`config.mk`:
```
export PLATFORM = sky130hd
export DESIGN_NAME = xce_exec
export DESIGN_NICKNAME = d
export VERILOG_FILES = /design/src/rtl/xce_pkg.sv /design/src/rtl/xce_exec.sv /design/src/rtl/xce_addr_calc.sv
export SDC_FILE = /design/constraint.sdc
export NUM_CORES = 1
export LEC_CHECK = 0
export BUFFER_PORTS_ARGS = -buffer_cell sky130_fd_sc_hd__buf_2
export CAP_MARGIN = 15
export CELL_PAD_IN_SITES_DETAIL_PLACEMENT = 0
export CELL_PAD_IN_SITES_GLOBAL_PLACEMENT = 1
export CORE_UTILIZATION = 37
export CTS_BUF_LIST = sky130_fd_sc_hd__clkbuf_16
export DETAILED_ROUTE_END_ITERATION = 10
export GPL_ROUTABILITY_DRIVEN = 0
export MAX_ROUTING_LAYER = met4
export PLACE_DENSITY_LB_ADDON = 0.05
export SLEW_MARGIN = 5
export SYNTH_ARGS = -nofsm -noshare
export SYNTH_HDL_FRONTEND = slang
export SYNTH_SLANG_ARGS = --single-unit
```
`constraint.sdc`:
```
create_clock -name sys_clk -period 5.5 [get_ports sys_clk]
set_input_delay 1.1 -clock sys_clk [delete_from_list [all_inputs] [get_ports sys_clk]]
set_output_delay 1.1 -clock sys_clk [all_outputs]
set_load 0.1 [all_outputs]
```
`src/rtl/xce_pkg.sv`:
```
package xce_pkg;
    // Instruction encodings
    localparam logic [15:0] OPC_CALL_ACC = 16'h0014;
    localparam logic [7:0] OPC_MOVE_HI = 8'hEB;
    localparam logic [3:0] OPC_WORD2_HI = 4'hF;
    localparam int MODE_BIT = 7;
    localparam int OFS_W = 7;
    localparam int ABS_W = 12;
    // Data space
    localparam int DADDR_W = 12;
    // Program counter
    localparam int PC_W = 21;
    localparam logic [PC_W-1:0] PC_STEP = 21'h000002;
    // Indirect access windows, each IND_SPAN addresses from its base
    localparam logic [DADDR_W-1:0] IND_BASE0 = 12'hFEB;
    localparam logic [DADDR_W-1:0] IND_BASE1 = 12'hFE3;
    localparam logic [DADDR_W-1:0] IND_BASE2 = 12'hFDB;
    localparam logic [DADDR_W-1:0] IND_SPAN = 12'h005;
    localparam logic [7:0] IND_READ_VALUE = 8'h00;
    typedef enum logic [1:0] {
        ST_IDLE = 2'b00,
        ST_CALL_NOP = 2'b01,
        ST_MOVE2 = 2'b10
    } xce_state_e;
endpackage

```
`src/rtl/xce_exec.sv`:
```
// Notes on behaviour
// [RL1] Word 0014h is the accumulator call: no operands, flags untouched.
// [RL2] Call first pushes this instruction address plus 2 onto return stack.
// [RL3] Then the accumulator replaces the low program-counter byte.
// [RL4] High and upper latches load the high and upper counter bytes.
// [RL5] Call takes two cycles; the second idles while the target fetches.
// [RL6] Call leaves accumulator, status and bank select alone.
// [RL7] Indexed-to-absolute: EBh, bit 7 zero, offset; then Fh and 12-bit address.
// [RL8] Its source address is frame pointer plus the unsigned 7-bit offset.
// [RL9] Its destination is the 12-bit literal; anywhere in 000h to FFFh.
// [RL10] Writing counter low byte or stack-top bytes is unsupported by software.
// [RL11] A source on an indirect register reads as 00h.
// [RL12] Indexed-to-indexed with indirect destination writes nothing.
// [RL13] Indexed-to-indexed: EBh, bit 7 one, offset; then Fh, don't cares, offset.
// [RL14] Both its addresses are frame pointer plus offset in 4096 bytes.
// [RL15] Moves: read ends cycle one, write ends cycle two; pointer unchanged.
`timescale 1ns/10ps
`default_nettype none
module xce_exec
    import xce_pkg::*;
(
    input wire logic sys_clk,
    input wire logic rst,
    input wire logic instr_valid,
    input wire logic [15:0] instr_word,
    input wire logic [PC_W-1:0] instr_pc,
    input wire logic [7:0] accumulator_register,
    input wire logic [7:0] pc_high_latch,
    input wire logic [7:0] pc_upper_latch,
    input wire logic [DADDR_W-1:0] frame_pointer,
    input wire logic [7:0] mem_rdata,
    output logic exec_busy,
    output logic stack_push,
    output logic [PC_W-1:0] stack_push_addr,
    output logic pc_load,
    output logic [PC_W-1:0] pc_load_value,
    output logic mem_rd,
    output logic [DADDR_W-1:0] mem_raddr,
    output logic mem_wr,
    output logic [DADDR_W-1:0] mem_waddr,
    output logic [7:0] mem_wdata,
    output logic word_error
);
    if (PC_W < 17 || PC_W > 24) begin : g_pc_width_check
        $error("Counter width out of range");
    end

    xce_state_e state;
    logic move_indexed;
    logic src_indirect;
    logic [DADDR_W-1:0] calc_addr;
    logic calc_indirect;

    // One adder serves source in cycle one and destination in cycle two
    xce_addr_calc u_calc (
        .base(frame_pointer),
        .offset(instr_word[OFS_W-1:0]),
        .addr(calc_addr),
        .is_indirect(calc_indirect)
    );

    wire idle_take = (state == ST_IDLE) && instr_valid;
    // [RL1] call decode
    wire start_call = idle_take && (instr_word == OPC_CALL_ACC);
    // [RL7] [RL13] move decode
    wire start_move = idle_take && (instr_word[15:8] == OPC_MOVE_HI);
    wire word2_take = (state == ST_MOVE2) && instr_valid;
    wire word2_ok = word2_take && (instr_word[15:12] == OPC_WORD2_HI);

    // [RL5] two-cycle sequencing
    always_ff @(posedge sys_clk) begin
        if (rst) begin
            state <= ST_IDLE;
        end else begin
            unique case (state)
                ST_IDLE: begin
                    if (start_call) begin
                        state <= ST_CALL_NOP;
                    end else if (start_move) begin
                        state <= ST_MOVE2;
                    end
                end
                ST_CALL_NOP: begin
                    state <= ST_IDLE;
                end
                ST_MOVE2: begin
                    if (word2_take) begin
                        state <= ST_IDLE;
                    end
                end
                default: begin
                    state <= ST_IDLE;
                end
            endcase
        end
    end

    always_ff @(posedge sys_clk) begin
        if (rst) begin
            exec_busy <= 1'b0;
        end else begin
            exec_busy <= start_call || start_move || ((state == ST_MOVE2) && !word2_take);
        end
    end

    // [RL2] return address push
    always_ff @(posedge sys_clk) begin
        if (rst) begin
            stack_push <= 1'b0;
            stack_push_addr <= '0;
        end else begin
            stack_push <= start_call;
            if (start_call) begin
                stack_push_addr <= PC_W'(instr_pc + PC_STEP);
            end
        end
    end

    // [RL3] [RL4] target from accumulator and latches
    // [RL6] Only the counter and the return stack are driven; no other core state is
    always_ff @(posedge sys_clk) begin
        if (rst) begin
            pc_load <= 1'b0;
            pc_load_value <= '0;
        end else begin
            pc_load <= start_call;
            if (start_call) begin
                pc_load_value <= {pc_upper_latch[PC_W-17:0], pc_high_latch,
                                  accumulator_register};
            end
        end
    end

    // [RL8] [RL14] source read held until the second word arrives
    always_ff @(posedge sys_clk) begin
        if (rst) begin
            mem_rd <= 1'b0;
            mem_raddr <= '0;
            src_indirect <= 1'b0;
            move_indexed <= 1'b0;
        end else begin
            if (start_move) begin
                mem_rd <= 1'b1;
                mem_raddr <= calc_addr;
                src_indirect <= calc_indirect;
                move_indexed <= instr_word[MODE_BIT];
            end else if (word2_take) begin
                mem_rd <= 1'b0;
            end
        end
    end

    // [RL15] write one cycle after the read completes
    // [RL10] No guard on counter or stack-top targets; software avoids them
    always_ff @(posedge sys_clk) begin
        if (rst) begin
            mem_wr <= 1'b0;
            mem_waddr <= '0;
            mem_wdata <= '0;
            word_error <= 1'b0;
        end else begin
            // [RL12] indirect destination of an indexed move suppresses write
            mem_wr <= word2_ok && !(move_indexed && calc_indirect);
            word_error <= word2_take && !word2_ok;
            if (word2_ok) begin
                // [RL9] absolute destination literal
                mem_waddr <= move_indexed ? calc_addr : instr_word[ABS_W-1:0];
                // [RL11] indirect source reads zero
                mem_wdata <= src_indirect ? IND_READ_VALUE : mem_rdata;
            end
        end
    end
endmodule
`default_nettype wire

```
`src/rtl/xce_addr_calc.sv`:
```
`timescale 1ns/10ps
`default_nettype none
module xce_addr_calc
    import xce_pkg::*;
#(
    parameter int AW = DADDR_W,
    parameter int OW = OFS_W
) (
    input wire logic [AW-1:0] base,
    input wire logic [OW-1:0] offset,
    output logic [AW-1:0] addr,
    output logic is_indirect
);
    // Checked while the design is built, not when it runs
    if (OW >= AW) begin : g_width_check
        $error("Offset must be narrower than address");
    end

    // Wraps inside the data space
    assign addr = AW'(base + {{(AW-OW){1'b0}}, offset});

    always_comb begin
        is_indirect = 1'b0;
        if (addr >= IND_BASE0 && addr < AW'(IND_BASE0 + IND_SPAN)) is_indirect = 1'b1;
        if (addr >= IND_BASE1 && addr < AW'(IND_BASE1 + IND_SPAN)) is_indirect = 1'b1;
        if (addr >= IND_BASE2 && addr < AW'(IND_BASE2 + IND_SPAN)) is_indirect = 1'b1;
    end
endmodule
`default_nettype wire

```
-- Word-level counts from Yosys, hierarchy flattened
Cells that the tools add are included.
- bits in registers: 83
- input bits: 84
- output and inout bits: 80
- logic and storage cells: 58
- $add $sub $neg: 2
- order comparisons: 6
- equality and inequality tests: 6
- multiplexer cells: 11
- reduce and logical (&&, ||, !) cells: 20
- operators with widths (kind ; number):
    $ge A12 B12 Y1 const B ; 3
    $lt A12 B12 Y1 const B ; 3
    $add A21 B2 Y21 const B ; 1
    $eq A16 B5 Y1 const B ; 1
    $add A12 B7 Y12 ; 1
    $logic_and A1 B1 Y1 ; 12
    $mux W12 ; 1
    $eq A8 B8 Y1 const B ; 1
    $mux W8 ; 1
    $mux W2 ; 3
    $mux W1 ; 5
    $eq A4 B4 Y1 const B ; 1
    $pmux W2 S2 ; 1
    $logic_not A1 Y1 ; 3
    $ne A3 B3 Y1 const B ; 1
    $eq A2 B2 Y1 const B ; 1
    $logic_not A2 Y1 ; 1
    $logic_or A1 B1 Y1 ; 2
    $ne A2 B2 Y1 const B ; 1
    $reduce_and A2 Y1 ; 1
    $reduce_bool A2 Y1 ; 1

-- Depth between registers and ports, before layout
- word-level depth: 9
- depth in mapped cells: 9
- gate-level depth less buffers: 9

-- Hierarchy
From an unflattened synthesis, not the netlist that was laid out.
- cell total of the unflattened synthesis: 461
- area total of the unflattened synthesis: 4026.4 µm²
- by module, submodules not included (module ; times used ; cells each ; area each (µm²) ; seq. area each (µm²)):
    xce_exec ; 1 ; 396 ; 3530.9 ; 1661.6
    xce_addr_calc ; 1 ; 65 ; 495.5 ; 0.0

-- Worst setup path before layout
No wires, ideal clock.
- path type: input port to flip-flop
- from: input port instr_word[0]
- to: register mem_wr
- library setup time: 0.081 ns
- data arrival time: 2.902 ns
- required time: 5.419 ns
- path slack: 2.518 ns
- stages: 9
- path buffers: 0
- path through: ha_1 -> inv_1 -> fa_1 -> nand2b_2 -> a21oi_4 -> nor3_1 -> or3_1 -> or2_1 -> a41oi_1
- cells in the longest elaborated chain, start to end: 9
- elaborated cells on any way between the ends: 16
- those cells by class: 1 x add/sub; 6 x order compare; 3 x mux; 6 x reduce/logical
- RTL lines (item ; RTL line ; text):
    from (decl) ; xce_exec.sv:25 ; input wire logic [15:0] instr_word,
    $add A12 B7 Y12 (*) ; xce_addr_calc.sv:20 ; assign addr = AW'(base + {{(AW-OW){1'b0}}, offset});
    $ge A12 B12 Y1 / $lt A12 B12 Y1 (equally long branches) ; xce_addr_calc.sv:24 ; if (addr >= IND_BASE0 && addr < AW'(IND_BASE0 + IND_SPAN)) is_indirect = 1'b1;
    $logic_and A1 B1 Y1 ; xce_addr_calc.sv:24 ;
    $mux W1 ; xce_addr_calc.sv:24 ;
    $mux W1 ; xce_addr_calc.sv:25 ; if (addr >= IND_BASE1 && addr < AW'(IND_BASE1 + IND_SPAN)) is_indirect = 1'b1;
    $mux W1 (*) ; xce_addr_calc.sv:26 ; if (addr >= IND_BASE2 && addr < AW'(IND_BASE2 + IND_SPAN)) is_indirect = 1'b1;
    $logic_and A1 B1 Y1 (*) ; xce_exec.sv:163 ; mem_wr <= word2_ok && !(move_indexed && calc_indirect);
    $logic_not A1 Y1 (*) ; xce_exec.sv:163 ;
    $logic_and A1 B1 Y1 (*) ; xce_exec.sv:163 ;
    to (signal assigned) ; xce_exec.sv:163 ;
    to (decl) ; xce_exec.sv:39 ; output logic mem_wr,
Every way passes the cells marked *; elsewhere a longest branch is shown, timed or not.
A chain may end at the register's enable or synchronous reset.

-- Final worst setup path
- from: input port instr_word[3]
- to: register stack_push_addr[15]
- cells in the longest elaborated chain, start to end: 2
- RTL lines (item ; RTL line ; text):
    $eq A16 B5 Y1 ; xce_exec.sv:64 ; wire start_call = idle_take && (instr_word == OPC_CALL_ACC);
    $logic_and A1 B1 Y1 ; xce_exec.sv:64 ;
    to (signal assigned) ; xce_exec.sv:114 ; stack_push_addr <= PC_W'(instr_pc + PC_STEP);
    to (decl) ; xce_exec.sv:34 ; output logic [PC_W-1:0] stack_push_addr,
Every way passes these cells.

==> run_summary.xml <==
<?xml version="1.0" encoding="UTF-8"?>
<metrics>
  <group name="hold_path">
    <metric name="hold-path-cell-count" unit="">2</metric>
    <metric name="hold_path.startpoint" unit="">mem_wdata[3]$_SDFFE_PP0P_</metric>
    <metric name="min_delay_worst_endpoint" unit="">mem_wdata[3]$_SDFFE_PP0P_</metric>
    <metric name="min_path_type" unit="">reg -&gt; reg</metric>
  </group>
  <group name="worst_setup_path">
    <metric name="number_of_buffers_and_inverters_on_the_critical_path" unit="">2</metric>
    <metric name="worst_path_largest_cell_delay" unit="ns">1.04</metric>
    <metric name="worst_setup_path_start_kind" unit="">input pin</metric>
    <metric name="critical_path.max_fanout" unit="">56</metric>
    <metric name="critical_path_class" unit="">in -&gt; reg</metric>
    <metric name="regToRegStartpoint" unit="">state[1]$_SDFFE_PP0P_</metric>
    <metric name="r2r.worst_path.cells" unit="">6</metric>
    <metric name="critical_path.slowest_cell" unit="">sky130_fd_sc_hd__and4b_2</metric>
    <metric name="end_kind" unit="">flop</metric>
    <metric name="cp_cell_sequence" unit="">buf_2, or4b_1, nor3_2, and4b_2, buf_4, nor2_1, a211oi_2</metric>
    <metric name="critical_path_arrival" unit="ns">3.69</metric>
    <metric name="required" unit="ns">5.75</metric>
    <metric name="reg2reg_slack" unit="ns">3.13</metric>
    <metric name="critical_path.top_delay_family" unit="">simple AND/OR/NAND/NOR gates</metric>
    <metric name="r2r-end" unit="">stack_push_addr[15]$_SDFFE_PP0P_</metric>
  </group>
  <group name="floorplan">
    <metric name="die_boundary_width" unit="µm">108</metric>
    <metric name="vertical_extent_of_the_die" unit="µm">108</metric>
    <metric name="design.die.area" unit="µm²">11600</metric>
    <metric name="core_ar" unit="µm²">10900</metric>
    <metric name="pin_count" unit="">164</metric>
    <metric name="floorplan.rows" unit="">38</metric>
    <metric name="initial_utilization" unit="%">38.1</metric>
  </group>
  <group name="yosys">
    <metric name="synth.lib_cells_used.distinct" unit="">56</metric>
    <metric name="ys.warnings.count" unit="">0</metric>
    <metric name="dominantRegCellSynth" unit="">sky130_fd_sc_hd__dfxtp_1</metric>
    <metric name="synth-seq-cells" unit="">83</metric>
    <metric name="async_reset_ff_share" unit="%">0</metric>
    <metric name="post_synth_main_area_contributors" unit="">sky130_fd_sc_hd__dfxtp_1, sky130_fd_sc_hd__a21oi_1, sky130_fd_sc_hd__nand2_1, sky130_fd_sc_hd__nor2_1, sky130_fd_sc_hd__a211oi_2</metric>
    <metric name="synthesized_area_per_cell" unit="µm²">8.31</metric>
    <metric name="synth.cell_area" unit="µm²">4150</metric>
    <metric name="syn_nets" unit="">592</metric>
    <metric name="post-synth-top-area-cell" unit="">sky130_fd_sc_hd__dfxtp_1</metric>
    <metric name="syn_inst" unit="">499</metric>
    <metric name="synth_enable_flop_cells" unit="">0</metric>
    <metric name="synth-seq-area-share" unit="%">40.1</metric>
    <metric name="netlist.area_leader.share" unit="%">40.1</metric>
  </group>
  <group name="cts">
    <metric name="cts_sinks" unit="">83</metric>
    <metric name="clk-insertion-delay-late" unit="ns">0.34</metric>
    <metric name="cts.repair.resized" unit="">0</metric>
    <metric name="path_clk_slew" unit="ns">0.07</metric>
    <metric name="clock_tree_from_tritoncts" unit="">done</metric>
    <metric name="cts_made_buffers" unit="">9</metric>
    <metric name="ctsLongestPathBuffers" unit="">2</metric>
    <metric name="clock_tree.root_cell" unit="">sky130_fd_sc_hd__clkbuf_16</metric>
    <metric name="postCtsSetupRepairBufs" unit="">0</metric>
    <metric name="cts.htree.levels" unit="">3</metric>
    <metric name="postCtsHoldBufs" unit="">0</metric>
  </group>
  <group name="place">
    <metric name="placed_area" unit="µm²">5020</metric>
    <metric name="portBuffers" unit="">160</metric>
    <metric name="numPlacedInstances" unit="">770</metric>
    <metric name="detailedPlace.worstSlack" unit="ns">1.77</metric>
    <metric name="detailedPlacementHpwl" unit="µm">8400</metric>
  </group>
  <group name="routing">
    <metric name="routed_wire_per_std_cell" unit="µm">14.7</metric>
    <metric name="drt-initial-drc-count" unit="">183</metric>
    <metric name="vias" unit="">3982</metric>
    <metric name="drt-pass1-iter-count" unit="">5</metric>
    <metric name="overall_routed_net_length" unit="µm">11600</metric>
    <metric name="post_route_antenna_net_violation_count" unit="">0</metric>
    <metric name="avgViaCountPerCell" unit="">5.06</metric>
    <metric name="route.detailed.drc" unit="">0</metric>
  </group>
  <group name="power">
    <metric name="power_per_cell_area" unit="nW/µm²">266</metric>
    <metric name="leakage" unit="nW">2.23</metric>
    <metric name="peakVddDrop" unit="mV">0.128</metric>
  </group>
  <group name="timing">
    <metric name="setup_viol_count_final" unit="">0</metric>
    <metric name="finalMaxSlewViolations" unit="">0</metric>
    <metric name="max_slew.worst_pin.slew" unit="ns">1.14</metric>
    <metric name="post-route-worst-setup-slack" unit="ns">2.07</metric>
    <metric name="period_needed" unit="ns">3.43</metric>
    <metric name="final_hold_viol_count" unit="">0</metric>
    <metric name="final_min_period_over_clock_period" unit="%">62.4</metric>
    <metric name="worst_clock_skew" unit="ns">0.0111</metric>
    <metric name="fin_hold_ws" unit="ns">0.445</metric>
    <metric name="setup_repair_after_global_routing_missed_its_margin" unit="">no</metric>
    <metric name="maxSlewHeadroom" unit="%">23.9</metric>
    <metric name="final.setup.tns" unit="ns">0</metric>
    <metric name="achievable-frequency" unit="MHz">291</metric>
  </group>
  <group name="cells_and_area">
    <metric name="synth_to_layout_area_growth" unit="%">29.1</metric>
    <metric name="n_fill_cell" unit="">1118</metric>
    <metric name="num_antenna_cells" unit="">0</metric>
    <metric name="finalNetCount" unit="">735</metric>
    <metric name="most-common-layout-cells" unit="">sky130_fd_sc_hd__buf_2, sky130_fd_sc_hd__dfxtp_1, sky130_fd_sc_hd__nand2_1</metric>
    <metric name="register_area" unit="µm²">1660</metric>
    <metric name="post_layout_nonfiller_instances" unit="">787</metric>
    <metric name="final_layout_size_suffix_gt1_share" unit="%">31.8</metric>
    <metric name="multi_input_logic_area" unit="µm²">2280</metric>
    <metric name="layout_commonest_cell" unit="">sky130_fd_sc_hd__buf_2</metric>
    <metric name="finish.instance_area" unit="µm²">5350</metric>
  </group>
  <group name="run">
    <metric name="max-cap-violations" unit="">0</metric>
  </group>
  <group name="global_routing">
    <metric name="grt_pass1_vias" unit="">3675</metric>
    <metric name="gr-usage-all-layers" unit="%">20.7</metric>
    <metric name="grt_pass1_wl" unit="µm">18400</metric>
    <metric name="grt_antenna_before_repair" unit="">0</metric>
    <metric name="globalRoute.totalOverflow" unit="">0</metric>
    <metric name="maximum_number_of_pins_on_one_net_before_global_route_repair" unit="">77</metric>
  </group>
  <group name="status">
    <metric name="outcome" unit="">complete, no violations</metric>
  </group>
</metrics>
-- per-layer routing --
| metal | part of all wire [%] | GRT usage (%) |
|---|---|---|
| met4 | 1.1 | 6.75 |
| met3 | 4.3 | 3.09 |
| met1 | 47 | 26.5 |
| met2 | 48 | 33.3 |
| met5 | 0 | - |
-- area by class of cell --
| class | count | area share, % |
|---|---|---|
| Multi-Input combinational cell | 364 | 42.6 |
| Sequential cell | 83 | 31.0 |
| Clock buffer | 9 | 4.21 |
| Clock inverter | 7 | 1.87 |
| Inverter | 19 | 1.33 |
| Timing Repair Buffer | 165 | 15.7 |
| Tap cell | 140 | 3.27 |
-- state kept, by name (all words and copies together), names as in the netlist --
signal           cells
pc_load_value       21
mem_wr               1
mem_raddr           12
mem_wdata            8
stack_push_addr     21
exec_busy            1
word_error           1
move_indexed         1
pc_load              1
src_indirect         1
state                2
mem_rd               1
mem_waddr           12
-- cell families (layout without fill, tap and decap cells) --
family | count (synthesis) | in the layout | synth area share [%]
adder cells (fa/ha/maj) | 9 | 9 | 2.90
AO/OA/AOI/OAI | 120 | 120 | 20.3
multiplexers | 15 | 15 | 3.62
AND/OR/NAND/NOR | 194 | 194 | 22.4
XOR/XNOR | 26 | 26 | 5.49
flip-flops | 83 | 83 | 40.1
buffers and inverters | 52 | 200 | 5.25
-- how the worst max path moves through the flow --
stage	depth (start not counted)	slack (ns)	end	startpoint
finish	7	2.07	stack_push_addr[15]$_SDFFE_PP0P_	instr_word[3]
floorplan	9	2.52	mem_wr$_SDFF_PP0_	instr_word[0]
global placement	7	1.81	stack_push_addr[15]$_SDFFE_PP0P_	instr_word[3]
CTS	7	2.11	stack_push_addr[15]$_SDFFE_PP0P_	instr_word[3]
global route	7	1.91	stack_push_addr[15]$_SDFFE_PP0P_	instr_word[3]
detailed placement	7	1.77	stack_push_addr[15]$_SDFFE_PP0P_	instr_word[3]
-- stage by stage --
step                power [mW]  utilization [%]
finish                    1.43             49.2
global route              1.48             49.2
CTS                       1.44             49.1
detailed placement       0.772             46.1
global placement         0.771             46.1
floorplan                0.711                -
-- where the power goes --
group          switching [mW]  total, mW  internal, mW  leakage [nW]
clock                   0.265      0.668         0.402         0.156
sequential           0.000155      0.601         0.601         0.668
combinational          0.0959      0.158        0.0623          1.41
total                   0.361       1.43          1.07          2.23
-- worst min-delay path: stages, from the launching register on --
cell and delay [ns]:
sky130_fd_sc_hd__dfxtp_1 0.30, sky130_fd_sc_hd__nand2_1 0.05, sky130_fd_sc_hd__a21oi_1 0.05
-- Yosys cell counts (3+ instances only) --
master / instances
sky130_fd_sc_hd__nand4_1: 5
sky130_fd_sc_hd__nor4_1: 3
sky130_fd_sc_hd__nor2b_1: 3
sky130_fd_sc_hd__a31oi_1: 3
sky130_fd_sc_hd__nor3_1: 11
sky130_fd_sc_hd__dfxtp_1: 83
sky130_fd_sc_hd__inv_1: 19
sky130_fd_sc_hd__buf_4: 4
sky130_fd_sc_hd__clkbuf_1: 21
sky130_fd_sc_hd__a211oi_2: 14
sky130_fd_sc_hd__nand3_1: 12
sky130_fd_sc_hd__xnor2_1: 18
sky130_fd_sc_hd__and3_1: 4
sky130_fd_sc_hd__and4_1: 3
sky130_fd_sc_hd__nand2_1: 73
sky130_fd_sc_hd__nor2_1: 52
sky130_fd_sc_hd__nand3b_1: 10
sky130_fd_sc_hd__a21oi_2: 3
sky130_fd_sc_hd__buf_2: 6
sky130_fd_sc_hd__mux2i_1: 15
sky130_fd_sc_hd__a211oi_1: 13
sky130_fd_sc_hd__a21oi_1: 55
sky130_fd_sc_hd__ha_1: 8
sky130_fd_sc_hd__or3_1: 5
sky130_fd_sc_hd__o21ai_0: 9
sky130_fd_sc_hd__xor2_1: 8
(Power assumes the default switching activity.)
